--- src/pkg/adc_ctl_defs.vh ---
// Register offsets, field positions, reset values and timing constants
`ifndef ADC_CTL_DEFS_VH
`define ADC_CTL_DEFS_VH

// Register indices; byte address is four times the index
`define IDX_CONV_CTRL        8'hE8
`define IDX_RESULT_LOW       8'hBD
`define IDX_RESULT_HIGH      8'hBE
`define IDX_GT_LOW           8'hC3
`define IDX_GT_HIGH          8'hC4
`define IDX_LT_LOW           8'hC5
`define IDX_LT_HIGH          8'hC6
`define IDX_CONFIG           8'hF0
`define IDX_IRQ_STATUS       8'hF1
`define IDX_IRQ_ENABLE       8'hF2
`define IDX_IRQ_CLEAR        8'hF3

// Fields of the converter control register
`define CTRL_MODE_LSB        0
`define CTRL_WINT_BIT        3
`define CTRL_BUSY_BIT        4

// Fields of the configuration register
`define CFG_DIFF_BIT         0

// Interrupt status bits
`define IRQ_WINDOW_BIT       0
`define IRQ_DONE_BIT         1

// Trigger mode encodings
`define MODE_SOFTWARE        3'h0
`define MODE_TIMER0          3'h1
`define MODE_TIMER2          3'h2
`define MODE_TIMER1          3'h3
`define MODE_EXT_PIN         3'h4

// Reset values
`define RST_GT_HIGH          8'hFF
`define RST_GT_LOW           8'hFF
`define RST_LT_HIGH          8'h00
`define RST_LT_LOW           8'h00
`define RST_CTRL             8'h00

// Register bus latency in cycles before waitrequest drops
`define BUS_WAIT_CYCLES      1

`endif

--- src/hdl/adc_trigger_window_detect.v ---
// Converter trigger selection, window detector and Avalon-MM registers
`timescale 1ns/1ps
`include "adc_ctl_defs.vh"

// Overview of operation
// - Mode 000: software writing one to busy bit starts a conversion.
// - Mode 001: each timer 0 overflow while not busy starts a conversion.
// - Modes 010, 011, 100: timer 2, timer 1 overflow, external pin rising edge; codes 101 to 111 never start.
// - Window detector compares results with limits without software help.
// - A window condition sets the match flag and raises the interrupt.
// - Software can read the match flag for polling.
// - Limits come from greater-than and less-than byte pairs.
// - Relative limit values choose inside or outside detection.
// - Flag one means a match occurred since the last clear.
// - Greater-than high byte: read/write, index C4, resets to FF.
// - Less-than above greater-than: flag gt < result < lt.
// - Outside setting: flag result below gt or above lt.
// - Differential mode compares signed values, single-ended unsigned.
// - Flag stays set until cleared; cleared reads zero until next match.
module adc_trigger_window_detect
(
  input  wire        ref_clk,
  input  wire        rst_n,
  // Avalon-MM slave
  input  wire [9:0]  avs_address,
  input  wire        avs_read,
  input  wire        avs_write,
  input  wire [31:0] avs_writedata,
  input  wire [3:0]  avs_byteenable,
  output reg  [31:0] avs_readdata,
  output wire        avs_waitrequest,
  output reg  [1:0]  avs_response,
  // Trigger sources
  input  wire        timer0_overflow,
  input  wire        timer1_overflow,
  input  wire        timer2_overflow,
  input  wire        external_convert_start_pin,
  // Converter core
  output reg         conv_start,
  input  wire        conv_done,
  input  wire [15:0] conv_result,
  // Interrupt
  output wire        irq
);

  //--------------------------------------------------------------------
  // Registers
  //--------------------------------------------------------------------
  reg  [2:0]  conv_trigger_mode_reg;
  reg         window_match_flag_reg;
  reg         conv_busy_bit_reg;
  reg         diff_mode_reg;
  reg  [7:0]  window_gt_limit_high_reg;
  reg  [7:0]  window_gt_limit_low_reg;
  reg  [7:0]  window_lt_limit_high_reg;
  reg  [7:0]  window_lt_limit_low_reg;
  reg  [7:0]  result_high_byte_reg;
  reg  [7:0]  result_low_byte_reg;
  reg  [1:0]  irq_status_reg;
  reg  [1:0]  irq_enable_reg;
  reg         pin_prev_reg;
  reg         check_pending_reg;
  reg         ack_reg;

  wire        pin_sync;
  wire        window_hit;
  wire [7:0]  word_index;
  wire        access;
  wire        do_write;
  wire        do_read;
  wire        mapped;
  wire [7:0]  wbyte;
  wire        wlane;

  //--------------------------------------------------------------------
  // Pin synchroniser
  //--------------------------------------------------------------------
  sync_two_ff u_pin_sync
  (
    .ref_clk  (ref_clk),
    .rst_n    (rst_n),
    .async_in (external_convert_start_pin),
    .sync_out (pin_sync)
  );

  //--------------------------------------------------------------------
  // Bus decode
  //--------------------------------------------------------------------
  // One wait cycle gives registered read data a cycle to settle
  assign word_index      = avs_address[9:2];
  assign access          = avs_read | avs_write;
  assign avs_waitrequest = access & ~ack_reg;
  assign do_write        = avs_write & ack_reg;
  assign do_read         = avs_read & ~ack_reg;
  assign wbyte           = avs_writedata[7:0];
  assign wlane           = avs_byteenable[0];
  assign mapped = (word_index == `IDX_CONV_CTRL)   |
                  (word_index == `IDX_RESULT_LOW)  |
                  (word_index == `IDX_RESULT_HIGH) |
                  (word_index == `IDX_GT_LOW)      |
                  (word_index == `IDX_GT_HIGH)     |
                  (word_index == `IDX_LT_LOW)      |
                  (word_index == `IDX_LT_HIGH)     |
                  (word_index == `IDX_CONFIG)      |
                  (word_index == `IDX_IRQ_STATUS)  |
                  (word_index == `IDX_IRQ_ENABLE)  |
                  (word_index == `IDX_IRQ_CLEAR);

  // Acknowledge toggles so each request gets exactly one wait cycle
  always @(posedge ref_clk or negedge rst_n)
  begin
    if (!rst_n)
      ack_reg <= 1'b0;
    else
      ack_reg <= access & ~ack_reg;
  end

  //--------------------------------------------------------------------
  // Read data
  //--------------------------------------------------------------------
  // Captured in the wait cycle, presented when waitrequest drops
  always @(posedge ref_clk or negedge rst_n)
  begin
    if (!rst_n)
    begin
      avs_readdata <= 32'h00000000;
      avs_response <= 2'h0;
    end
    else if (do_read)
    begin
      avs_response <= mapped ? 2'h0 : 2'h3;
      case (word_index)
        `IDX_CONV_CTRL:
          avs_readdata <= {24'h000000, 3'h0, conv_busy_bit_reg,
                           window_match_flag_reg,
                           conv_trigger_mode_reg};
        `IDX_RESULT_LOW:  avs_readdata <= {24'h000000, result_low_byte_reg};
        `IDX_RESULT_HIGH: avs_readdata <= {24'h000000, result_high_byte_reg};
        `IDX_GT_LOW:
          avs_readdata <= {24'h000000, window_gt_limit_low_reg};
        `IDX_GT_HIGH:
          avs_readdata <= {24'h000000, window_gt_limit_high_reg};
        `IDX_LT_LOW:
          avs_readdata <= {24'h000000, window_lt_limit_low_reg};
        `IDX_LT_HIGH:
          avs_readdata <= {24'h000000, window_lt_limit_high_reg};
        `IDX_CONFIG:     avs_readdata <= {31'h00000000, diff_mode_reg};
        `IDX_IRQ_STATUS: avs_readdata <= {30'h00000000, irq_status_reg};
        `IDX_IRQ_ENABLE: avs_readdata <= {30'h00000000, irq_enable_reg};
        default:         avs_readdata <= 32'h00000000;
      endcase
    end
  end

  //--------------------------------------------------------------------
  // Configuration and limit registers
  //--------------------------------------------------------------------
  // Byte lane 0 carries every register; other lanes are ignored
  always @(posedge ref_clk or negedge rst_n)
  begin
    if (!rst_n)
    begin
      conv_trigger_mode_reg    <= 3'h0;
      diff_mode_reg            <= 1'b0;
      window_gt_limit_high_reg <= `RST_GT_HIGH;
      window_gt_limit_low_reg  <= `RST_GT_LOW;
      window_lt_limit_high_reg <= `RST_LT_HIGH;
      window_lt_limit_low_reg  <= `RST_LT_LOW;
      irq_enable_reg           <= 2'h0;
    end
    else if (do_write && wlane)
    begin
      case (word_index)
        `IDX_CONV_CTRL:
          conv_trigger_mode_reg <= wbyte[`CTRL_MODE_LSB+2:`CTRL_MODE_LSB];
        `IDX_GT_HIGH:    window_gt_limit_high_reg <= wbyte;
        `IDX_GT_LOW:     window_gt_limit_low_reg  <= wbyte;
        `IDX_LT_HIGH:    window_lt_limit_high_reg <= wbyte;
        `IDX_LT_LOW:     window_lt_limit_low_reg  <= wbyte;
        `IDX_CONFIG:     diff_mode_reg  <= wbyte[`CFG_DIFF_BIT];
        `IDX_IRQ_ENABLE: irq_enable_reg <= wbyte[1:0];
        default:         diff_mode_reg  <= diff_mode_reg;
      endcase
    end
  end

  //--------------------------------------------------------------------
  // Trigger selection
  //--------------------------------------------------------------------
  wire sw_start;
  wire pin_rise;
  reg  trigger;
  assign sw_start = do_write && wlane && (word_index == `IDX_CONV_CTRL) &&
                    wbyte[`CTRL_BUSY_BIT];
  assign pin_rise = pin_sync & ~pin_prev_reg;

  // Only the selected source can start; unused codes never start
  always @*
  begin
    case (conv_trigger_mode_reg)
      `MODE_SOFTWARE: trigger = sw_start;
      `MODE_TIMER0:   trigger = timer0_overflow;
      `MODE_TIMER2:   trigger = timer2_overflow;
      `MODE_TIMER1:   trigger = timer1_overflow;
      `MODE_EXT_PIN:  trigger = pin_rise;
      default:        trigger = 1'b0;
    endcase
  end

  // A start while busy is dropped; the core is still converting
  always @(posedge ref_clk or negedge rst_n)
  begin
    if (!rst_n)
    begin
      pin_prev_reg      <= 1'b0;
      conv_start        <= 1'b0;
      conv_busy_bit_reg <= 1'b0;
    end
    else
    begin
      pin_prev_reg <= pin_sync;
      conv_start   <= trigger & ~conv_busy_bit_reg;
      if (trigger && !conv_busy_bit_reg)
        conv_busy_bit_reg <= 1'b1;
      else if (conv_done)
        conv_busy_bit_reg <= 1'b0;
    end
  end

  //--------------------------------------------------------------------
  // Result capture and window check
  //--------------------------------------------------------------------
  window_compare u_window
  (
    .result_word (conv_result),
    .gt_limit    ({window_gt_limit_high_reg, window_gt_limit_low_reg}),
    .lt_limit    ({window_lt_limit_high_reg, window_lt_limit_low_reg}),
    .diff_mode   (diff_mode_reg),
    .match       (window_hit)
  );

  // Result pair loads on each completed conversion
  always @(posedge ref_clk or negedge rst_n)
  begin
    if (!rst_n)
    begin
      result_high_byte_reg <= 8'h00;
      result_low_byte_reg  <= 8'h00;
      check_pending_reg    <= 1'b0;
    end
    else
    begin
      check_pending_reg <= conv_done & window_hit;
      if (conv_done)
      begin
        result_high_byte_reg <= conv_result[15:8];
        result_low_byte_reg  <= conv_result[7:0];
      end
    end
  end

  //--------------------------------------------------------------------
  // Match flag and interrupt status
  //--------------------------------------------------------------------
  wire ctrl_wr;
  wire clr_wr;
  assign ctrl_wr = do_write && wlane && (word_index == `IDX_CONV_CTRL);
  assign clr_wr  = do_write && wlane && (word_index == `IDX_IRQ_CLEAR);

  // Set wins over a clear in the same cycle so no match is lost
  always @(posedge ref_clk or negedge rst_n)
  begin
    if (!rst_n)
    begin
      window_match_flag_reg <= 1'b0;
      irq_status_reg        <= 2'h0;
    end
    else
    begin
      if (check_pending_reg)
        window_match_flag_reg <= 1'b1;
      else if (ctrl_wr && !wbyte[`CTRL_WINT_BIT])
        window_match_flag_reg <= 1'b0;
      else if (clr_wr && wbyte[`IRQ_WINDOW_BIT])
        window_match_flag_reg <= 1'b0;
      irq_status_reg[`IRQ_WINDOW_BIT] <= check_pending_reg |
        (irq_status_reg[`IRQ_WINDOW_BIT] &
         ~(clr_wr & wbyte[`IRQ_WINDOW_BIT]) &
         ~(ctrl_wr & ~wbyte[`CTRL_WINT_BIT]));
      irq_status_reg[`IRQ_DONE_BIT] <= conv_done |
        (irq_status_reg[`IRQ_DONE_BIT] & ~(clr_wr & wbyte[`IRQ_DONE_BIT]));
    end
  end

  // Level interrupt while any enabled status bit is set
  assign irq = |(irq_status_reg & irq_enable_reg);

endmodule // adc_trigger_window_detect

--- src/hdl/sync_two_ff.v ---
// Two flip-flop synchroniser for one level
`timescale 1ns/1ps
module sync_two_ff
(
  input  wire ref_clk,
  input  wire rst_n,
  input  wire async_in,
  output reg  sync_out
);

  reg meta_reg;

  // First stage is read only by the second stage
  always @(posedge ref_clk or negedge rst_n)
  begin
    if (!rst_n)
    begin
      meta_reg <= 1'b0;
      sync_out <= 1'b0;
    end
    else
    begin
      meta_reg <= async_in;
      sync_out <= meta_reg;
    end
  end

endmodule // sync_two_ff

--- src/hdl/window_compare.v ---
// Window comparator for one 16-bit result against two limits
`timescale 1ns/1ps
module window_compare
(
  input  wire [15:0] result_word,
  input  wire [15:0] gt_limit,
  input  wire [15:0] lt_limit,
  input  wire        diff_mode,
  output wire        match
);

  // Flip the sign bit so that signed order becomes unsigned order
  wire [15:0] flip;
  wire [15:0] r_k;
  wire [15:0] gt_k;
  wire [15:0] lt_k;
  assign flip = diff_mode ? 16'h8000 : 16'h0000;
  assign r_k  = result_word ^ flip;
  assign gt_k = gt_limit ^ flip;
  assign lt_k = lt_limit ^ flip;

  // Inside window when lt is above gt, outside otherwise
  wire above_gt;
  wire below_lt;
  assign above_gt = r_k > gt_k;
  assign below_lt = r_k < lt_k;
  assign match = (lt_k > gt_k) ? (above_gt & below_lt)
                               : ((r_k < gt_k) | (r_k > lt_k));

endmodule // window_compare

--- config.mk ---
export PLATFORM = sky130hd
export DESIGN_NAME = adc_trigger_window_detect
export DESIGN_NICKNAME = d
export VERILOG_FILES = /design/src/hdl/adc_trigger_window_detect.v /design/src/hdl/sync_two_ff.v /design/src/hdl/window_compare.v
export VERILOG_INCLUDE_DIRS = /design/src /design/src/pkg
export SDC_FILE = /design/constraint.sdc
export NUM_CORES = 1
export LEC_CHECK = 0
export BUFFER_PORTS_ARGS = -buffer_cell sky130_fd_sc_hd__buf_2
export CAP_MARGIN = 0
export CORE_MARGIN = 4
export CORE_UTILIZATION = 59
export DETAILED_ROUTE_END_ITERATION = 6
export GPL_TIMING_DRIVEN = 0
export PLACE_DENSITY_LB_ADDON = 0.12
export SETUP_SLACK_MARGIN = 0.5
export SLEW_MARGIN = 20
export SYNTH_ARGS = -nofsm -noshare
export SYNTH_HDL_FRONTEND = slang
export SYNTH_HIERARCHICAL = 1
export SYNTH_SLANG_ARGS = --single-unit
--- constraint.sdc ---
create_clock -name ref_clk -period 4.15 [get_ports ref_clk]
set_input_delay 0.83 -clock ref_clk [delete_from_list [all_inputs] [get_ports ref_clk]]
set_output_delay 0.83 -clock ref_clk [all_outputs]
set_load 0.02 [all_outputs]
==> impl_metrics.env, run 1 <==
export IMPL_chipHeight_um=98.5
export IMPL_cpPeakStageDelay_ps=490
export IMPL_post_cts_setup_buffers=0
export IMPL_die_w_um=98.5
export IMPL_yosysWarnings=6
export IMPL_insertion_delay_ps=350
export IMPL_multi_input_area_mm2=0.00269
export IMPL_synth_cell_area_mm2=0.00484
export IMPL_ios=108
export IMPL_grt_setup_unrepaired="false"
export IMPL_start_kind="flop"
export IMPL_worst_pin_slew_ps=781
export IMPL_regArea_mm2=0.00185
export IMPL_grt_usage_pct=25.6
export IMPL_critical_path_arrival_ps=2840
export IMPL_core_area_mm2=0.00785
export IMPL_wirelength_mm=12.0
export IMPL_dp_hpwl_mm=9.11
export IMPL_hold_path_class="reg -> reg"
export IMPL_grt_pass1_vias=3835
export IMPL_diodes=0
export IMPL_cts_buffers=9
export IMPL_critical_path_buf_inv_count=1
export IMPL_hold_buffers=0
export IMPL_die_area_mm2=0.00971
export IMPL_min_from="u_pin_sync/meta_reg"
export IMPL_finalSetupViolCount=0
export IMPL_cp_max_fo=5
export IMPL_synth_top_area_cell="dfrtp_1"
export IMPL_startpoint="diff_mode_reg"
export IMPL_fin_cells=649
export IMPL_rows=32
export IMPL_crit_type="reg -> reg"
export IMPL_drv_cap=0
export IMPL_grt_start_max_net_pins=40
export IMPL_max_freq_ghz=0.393
export IMPL_place_gp_congestion=0.853
export IMPL_synth_edf_count=0
export IMPL_drtIter0Drc=204
export IMPL_post_cts_resized=0
export IMPL_vdd_drop_max_uv=222
export IMPL_crit_family="compound AO/OA/AOI/OAI gates"
export IMPL_ys_seq_area_share_pct=38.2
export IMPL_synth_cell_types=60
export IMPL_cts_root_buf="clkbuf_8"
export IMPL_viasPerCell=5.86
export IMPL_clk_pin_slew_ps=80
export IMPL_start_util_pct=61.6
export IMPL_min_delay_path_depth=0
export IMPL_power_leakage_nw=2.53
export IMPL_worstHoldEndpoint="u_pin_sync/sync_out"
export IMPL_synth_area_leaders="dfrtp_1 (29%), mux2_2 (13%), ha_1 (12%)"
export IMPL_r2r_slack_ps=1600
export IMPL_crit_chain="xor2_1, inv_1, ha_1, nand4_1, a2111o_1, and4_4, o21a_1, mux2i_1, and2_1"
export IMPL_netlist_instances=457
export IMPL_min_period_over_period_pct=61.4
export IMPL_portBuffers=50
export IMPL_grt_overflow_total=0
export IMPL_r2r_end="check_pending_reg"
export IMPL_power_w=0.00170
export IMPL_dp_cells=633
export IMPL_maxSlewHeadroom_pct=47.9
export IMPL_htree_levels=3
export IMPL_synth_most_common_cell="dfrtp_1"
export IMPL_r2r_cells=9
export IMPL_async_flop_share_pct=100
export IMPL_ys_flop_type="dfrtp_1"
export IMPL_fin_util_pct=70.6
export IMPL_drive_gt1_share_pct=33.1
export IMPL_nFillCells=594
export IMPL_vias=3802
export IMPL_fin_setup_tns_ps=0
export IMPL_first_pass_iters=4
export IMPL_avgSynthCellArea_um2=10.6
export IMPL_yosys_area_top_type_share_pct=29.5
export IMPL_fin_crit_ps=2550
export IMPL_hold_violations=0
export IMPL_outcome="completed"
export IMPL_antenna_left=0
export IMPL_detail_route_wl_per_cell_um=18.5
export IMPL_r2r_start="diff_mode_reg"
export IMPL_endpoint_kind="flop"
export IMPL_cp_slowest_cell="dfrtp_1"
export IMPL_critPathRequiredTime_ps=4440
export IMPL_areaGrowthSynthToFinish_pct=14.5
export IMPL_worst_clock_skew_ps=7.44
export IMPL_grt_pass1_wl_mm=19.7
export IMPL_drv_slew=0
export IMPL_clkSinkCount=73
export IMPL_hold_worst_slack_ps=385
export IMPL_power_density_mw_per_mm2=307
export IMPL_synthTopCellsByCount="dfrtp_1 (57), mux2_2 (54), ha_1 (48), inv_1 (33), buf_4 (27)"
export IMPL_clk_path_buf_depth=2
export IMPL_drc=0
export IMPL_cts_tree="done"
export IMPL_final_nets=661
export IMPL_antenna_found_initial=0
export IMPL_synth_seq_cells=73
[where the power goes]
part	internal (W)	switching [W]
clock	0.000313	0.000284
combinational	0.000133	0.000189
sequential	0.000755	0.0000278
total	0.00120	0.000500
[layout make-up]
cell class | instances | area share (%)
clock inverters | 5 | 1.11
flip-flops and latches | 73 | 33.4
multi-input cells | 335 | 48.5
clock buffers | 11 | 2.73
well taps | 102 | 2.31
repair buffers | 51 | 4.93
plain buffers | 39 | 4.81
inverters | 33 | 2.24
[cell usage in the layout (no fill, tap or decap), types with 3 or more instances in the layout]
cell	instances
clkinvlp_4	3
a22o_1	10
nor4_1	4
nor2_1	22
dfstp_2	16
clkbuf_1	5
clkbuf_8	11
buf_4	28
nor2b_1	7
nand4_1	13
mux2_2	54
nand3_1	9
nand2_1	20
o2bb2ai_1	4
a22oi_1	4
and2_1	9
mux2i_1	11
a21oi_1	23
inv_1	33
buf_2	52
ha_1	48
conb_1	24
a221oi_1	5
a21o_1	5
a31oi_1	9
o21ai_0	11
o211ai_1	4
dfrtp_1	57
[layer usage]
| layer | global-route usage (%) | vias up | routed length, µm |
|---|---|---|---|
| met5 | 0 | - | 0 |
| met4 | 9.35 | 0 | 302 |
| met3 | 5.45 | 23 | 835 |
| met2 | 42.0 | 154 | 5660 |
| met1 | 33.7 | 1825 | 5210 |
| li1 | - | 1800 | - |
[how the worst max path moves through the flow]
stage	endpoint	slack [ps]	cells after the start
2_1_floorplan	check_pending_reg	1760	9
3_3_place_gp	check_pending_reg	1370	9
3_5_place_dp	check_pending_reg	1330	9
4_1_cts	check_pending_reg	1610	9
5_1_grt	check_pending_reg	1480	9
6_report	check_pending_reg	1600	9
[metrics by stage]
step,cell area (µm²),setup slack (ps)
global route,5540,1480
CTS,5540,1610
global placement,5300,1370
floorplan,4920,1760
finish,5540,1600
detailed placement,5320,1330
[cell families (layout without fill, tap and decap cells)]
kind of cell | after synthesis | after routing | synth area share [%]
multiplexers | 65 | 65 | 14.8
flip-flops | 73 | 73 | 38.2
adder cells (fa/ha/maj) | 48 | 48 | 12.4
AND/OR/NAND/NOR | 108 | 108 | 13.7
other | 1 | 24 | 0.0775
buffers and inverters | 72 | 139 | 8.07
AO/OA/AOI/OAI | 87 | 87 | 12.2
XOR/XNOR | 3 | 3 | 0.543
Power figures use the tool's default switching activity.
==> run 2: changes to the inputs <==
--- a/config.mk
+++ b/config.mk
@@ -6,10 +6,11 @@
 export SDC_FILE = /design/constraint.sdc
 export NUM_CORES = 1
 export LEC_CHECK = 0
+export ABC_AREA = 1
 export BUFFER_PORTS_ARGS = -buffer_cell sky130_fd_sc_hd__buf_2
 export CAP_MARGIN = 0
 export CORE_MARGIN = 4
-export CORE_UTILIZATION = 59
+export CORE_UTILIZATION = 56
 export DETAILED_ROUTE_END_ITERATION = 6
 export GPL_TIMING_DRIVEN = 0
 export PLACE_DENSITY_LB_ADDON = 0.12
==> constraint.sdc (replaced) <==
create_clock -name ref_clk -period 2.6 [get_ports ref_clk]
set_input_delay 0.52 -clock ref_clk [delete_from_list [all_inputs] [get_ports ref_clk]]
set_output_delay 0.52 -clock ref_clk [all_outputs]
set_load 0.02 [all_outputs]
==> run 2 against run 1 <==
Net effect:
- hold slack got worse by 360 ps
- routed wire length rose by 14%
- die area increased by 9.3%
- via count rose by 24%
- maximum frequency rose by 21%
- largest cell class unchanged
- setup slack worse by 1100 ps
- global-route usage grew 1.0 points
- synthesized cell count is 48% higher
==> impl_metrics.env, run 2 <==
export IMPL_ys_flop_type="dfrtp_1"
export IMPL_nFillCells=774
export IMPL_viasPerCell=5.34
export IMPL_portBuffers=54
export IMPL_diodes=0
export IMPL_cts_root_buf="clkbuf_8"
export IMPL_fin_crit_ps=2100
export IMPL_synth_most_common_cell="nand2_1"
export IMPL_power_w=0.00279
export IMPL_synth_fa_ha_area_share_pct=11.9
export IMPL_synth_edf_count=0
export IMPL_power_density_mw_per_mm2=472
export IMPL_drv_cap=0
export IMPL_finalSetupViolCount=0
export IMPL_avgSynthCellArea_um2=7.47
export IMPL_vdd_drop_max_uv=317
export IMPL_mostFrequentLayoutCell="nand2_1"
export IMPL_synth_top_area_cell="dfrtp_1"
export IMPL_grt_usage_pct=26.7
export IMPL_fin_util_pct=67.3
export IMPL_drive_gt1_share_pct=21.6
export IMPL_core_area_mm2=0.00876
export IMPL_synthMuxAreaShare_pct=0.445
export IMPL_yosysWarnings=6
export IMPL_final_nets=886
export IMPL_synthTopCellsByCount="nand2_1 (214), inv_1 (77), dfrtp_1 (57), nand3_1 (51), ha_1 (48)"
export IMPL_drc=0
export IMPL_grt_start_max_net_pins=55
export IMPL_cts_tree="done"
export IMPL_r2r_slack_ps=500
export IMPL_clk_pin_slew_ps=90
export IMPL_critical_path_arrival_ps=2410
export IMPL_rows=34
export IMPL_final_cell_mix="nand2_1 (211), inv_1 (76), buf_2 (56), dfrtp_1 (56), nand3_1 (51)"
export IMPL_r2r_cells=11
export IMPL_grt_pass1_vias=4411
export IMPL_hold_violations=0
export IMPL_detail_route_wl_per_cell_um=15.5
export IMPL_grt_pass1_wl_mm=21.4
export IMPL_clk_path_buf_depth=2
export IMPL_dp_hpwl_mm=11.0
export IMPL_insertion_delay_ps=370
export IMPL_clkSinkCount=73
export IMPL_antenna_found_initial=0
export IMPL_synth_top_family_by_area="simple AND/OR/NAND/NOR gates"
export IMPL_cts_buffers=9
export IMPL_first_pass_iters=5
export IMPL_start_util_pct=57.7
export IMPL_r2r_end="check_pending_reg"
export IMPL_crit_type="reg -> reg"
export IMPL_synth_area_leaders="dfrtp_1 (28%), nand2_1 (16%), ha_1 (12%)"
export IMPL_power_leakage_nw=3.07
export IMPL_critPathCapture="check_pending_reg"
export IMPL_antenna_left=0
export IMPL_vias=4699
export IMPL_grt_overflow_total=0
export IMPL_synth_xor_area_share_pct=0.519
export IMPL_die_w_um=103
export IMPL_synth_cell_area_mm2=0.00506
export IMPL_synth_compound_area_share_pct=8.71
export IMPL_ios=108
export IMPL_yosys_area_top_type_share_pct=28.2
export IMPL_drtIter0Drc=310
export IMPL_startpoint="diff_mode_reg"
export IMPL_ys_seq_area_share_pct=36.5
export IMPL_hold_path_class="in -> async"
export IMPL_synth_simple_gate_area_share_pct=30.6
export IMPL_synth_cell_types=35
export IMPL_place_gp_congestion=0.892
export IMPL_netlist_instances=677
export IMPL_fin_setup_tns_ps=0
export IMPL_min_period_over_period_pct=80.8
export IMPL_drv_slew=0
export IMPL_wirelength_mm=13.7
export IMPL_async_flop_share_pct=100
export IMPL_critPathRequiredTime_ps=2910
export IMPL_chipHeight_um=103
export IMPL_worst_clock_skew_ps=14.4
export IMPL_grt_setup_unrepaired="true"
export IMPL_cp_max_fo=4
export IMPL_outcome="completed"
export IMPL_maxSlewHeadroom_pct=50.2
export IMPL_die_area_mm2=0.0106
export IMPL_areaGrowthSynthToFinish_pct=16.6
export IMPL_worst_pin_slew_ps=747
export IMPL_htree_levels=3
export IMPL_start_kind="flop"
export IMPL_r2r_start="diff_mode_reg"
export IMPL_max_freq_ghz=0.476
export IMPL_synth_seq_cells=73
export IMPL_endpoint_kind="flop"
run 2: cell types whose count changed after synthesis, sizes merged, moves of 11 or more:
cell	delta
nand2	+202
mux2	-52
inv	+48
nand3	+43
o21ai	+43
nor2	+35
mux2i	-11
run 2: area by class of cell:
| cell class | count | area, µm² | area share (%) |
|---|---|---|---|
| multi-input cells | 509 | 2790 | 47.4 |
| flip-flops and latches | 73 | 1850 | 31.3 |
| repair buffers | 56 | 308 | 5.22 |
| inverters | 82 | 308 | 5.22 |
| plain buffers | 36 | 263 | 4.45 |
| well taps | 108 | 135 | 2.29 |
| clock buffers | 10 | 128 | 2.16 |
| clock inverters | 6 | 115 | 1.95 |
run 2: cell families after synthesis:
kind of cell               count (synthesis)
AOI/OAI and AO/OA                         84
xor gates and xnor gates                   3
adders and majority gates                 48
buffers and inverters                    118
DFF                                       73
muxes                                      2
other                                      1
and+or+nand+nor                          348
run 2: worst min path at each step:
stage               cells after the start             endpoint  slack (ps)
floorplan                               0              ack_reg         220
global placement                        0  u_pin_sync/sync_out         330
detailed placement                      0  u_pin_sync/sync_out         340
CTS                                     1              ack_reg          20
global route                            1              ack_reg          30
finish                                  1              ack_reg          30
run 2: what timing repair did:
action	in CTS	in global routing
resized for setup	6	10
hold buffers	0	0
setup endpoints to repair	1	1
buffers inserted	1	0
pin swaps	1	12
run 2: through the flow:
step | cells | instance area [µm²] | setup slack, ps | hold slack [ps]
2_1_floorplan | 700 | 5140 | 854 | 224
3_3_place_gp | 862 | 5550 | 284 | 333
3_5_place_dp | 863 | 5580 | 262 | 342
4_1_cts | 880 | 5850 | 514 | 23.3
5_1_grt | 880 | 5900 | 388 | 30.9
6_report | 880 | 5900 | 500 | 29.4
run 2: critical path, stage by stage, from the launching register on:
cell,delay (ps)
dfrtp_2,490
xnor2_2,170
ha_1,340
a21oi_2,160
o21ai_2,80
a21oi_2,220
nand3_1,140
nor2_1,140
nand2_1,70
nand2_2,90
nand2_1,60
inv_1,80
run 2: per-layer routing:
layer  global-route usage [%]  vias up  routed length, µm
met4                     9.96        0                368
li1                         -     2306                  -
met2                     41.7      164               6380
met3                     4.67       25                950
met1                     37.1     2204               5970
met5                        0        -                  0
run 2: where the power goes:
part | leakage, nW | switching, W | internal (W)
Combinational | 2.07 | 0.000294 | 0.000162
Clock | 0.117 | 0.000470 | 0.000643
Sequential | 0.886 | 0.0000357 | 0.00118
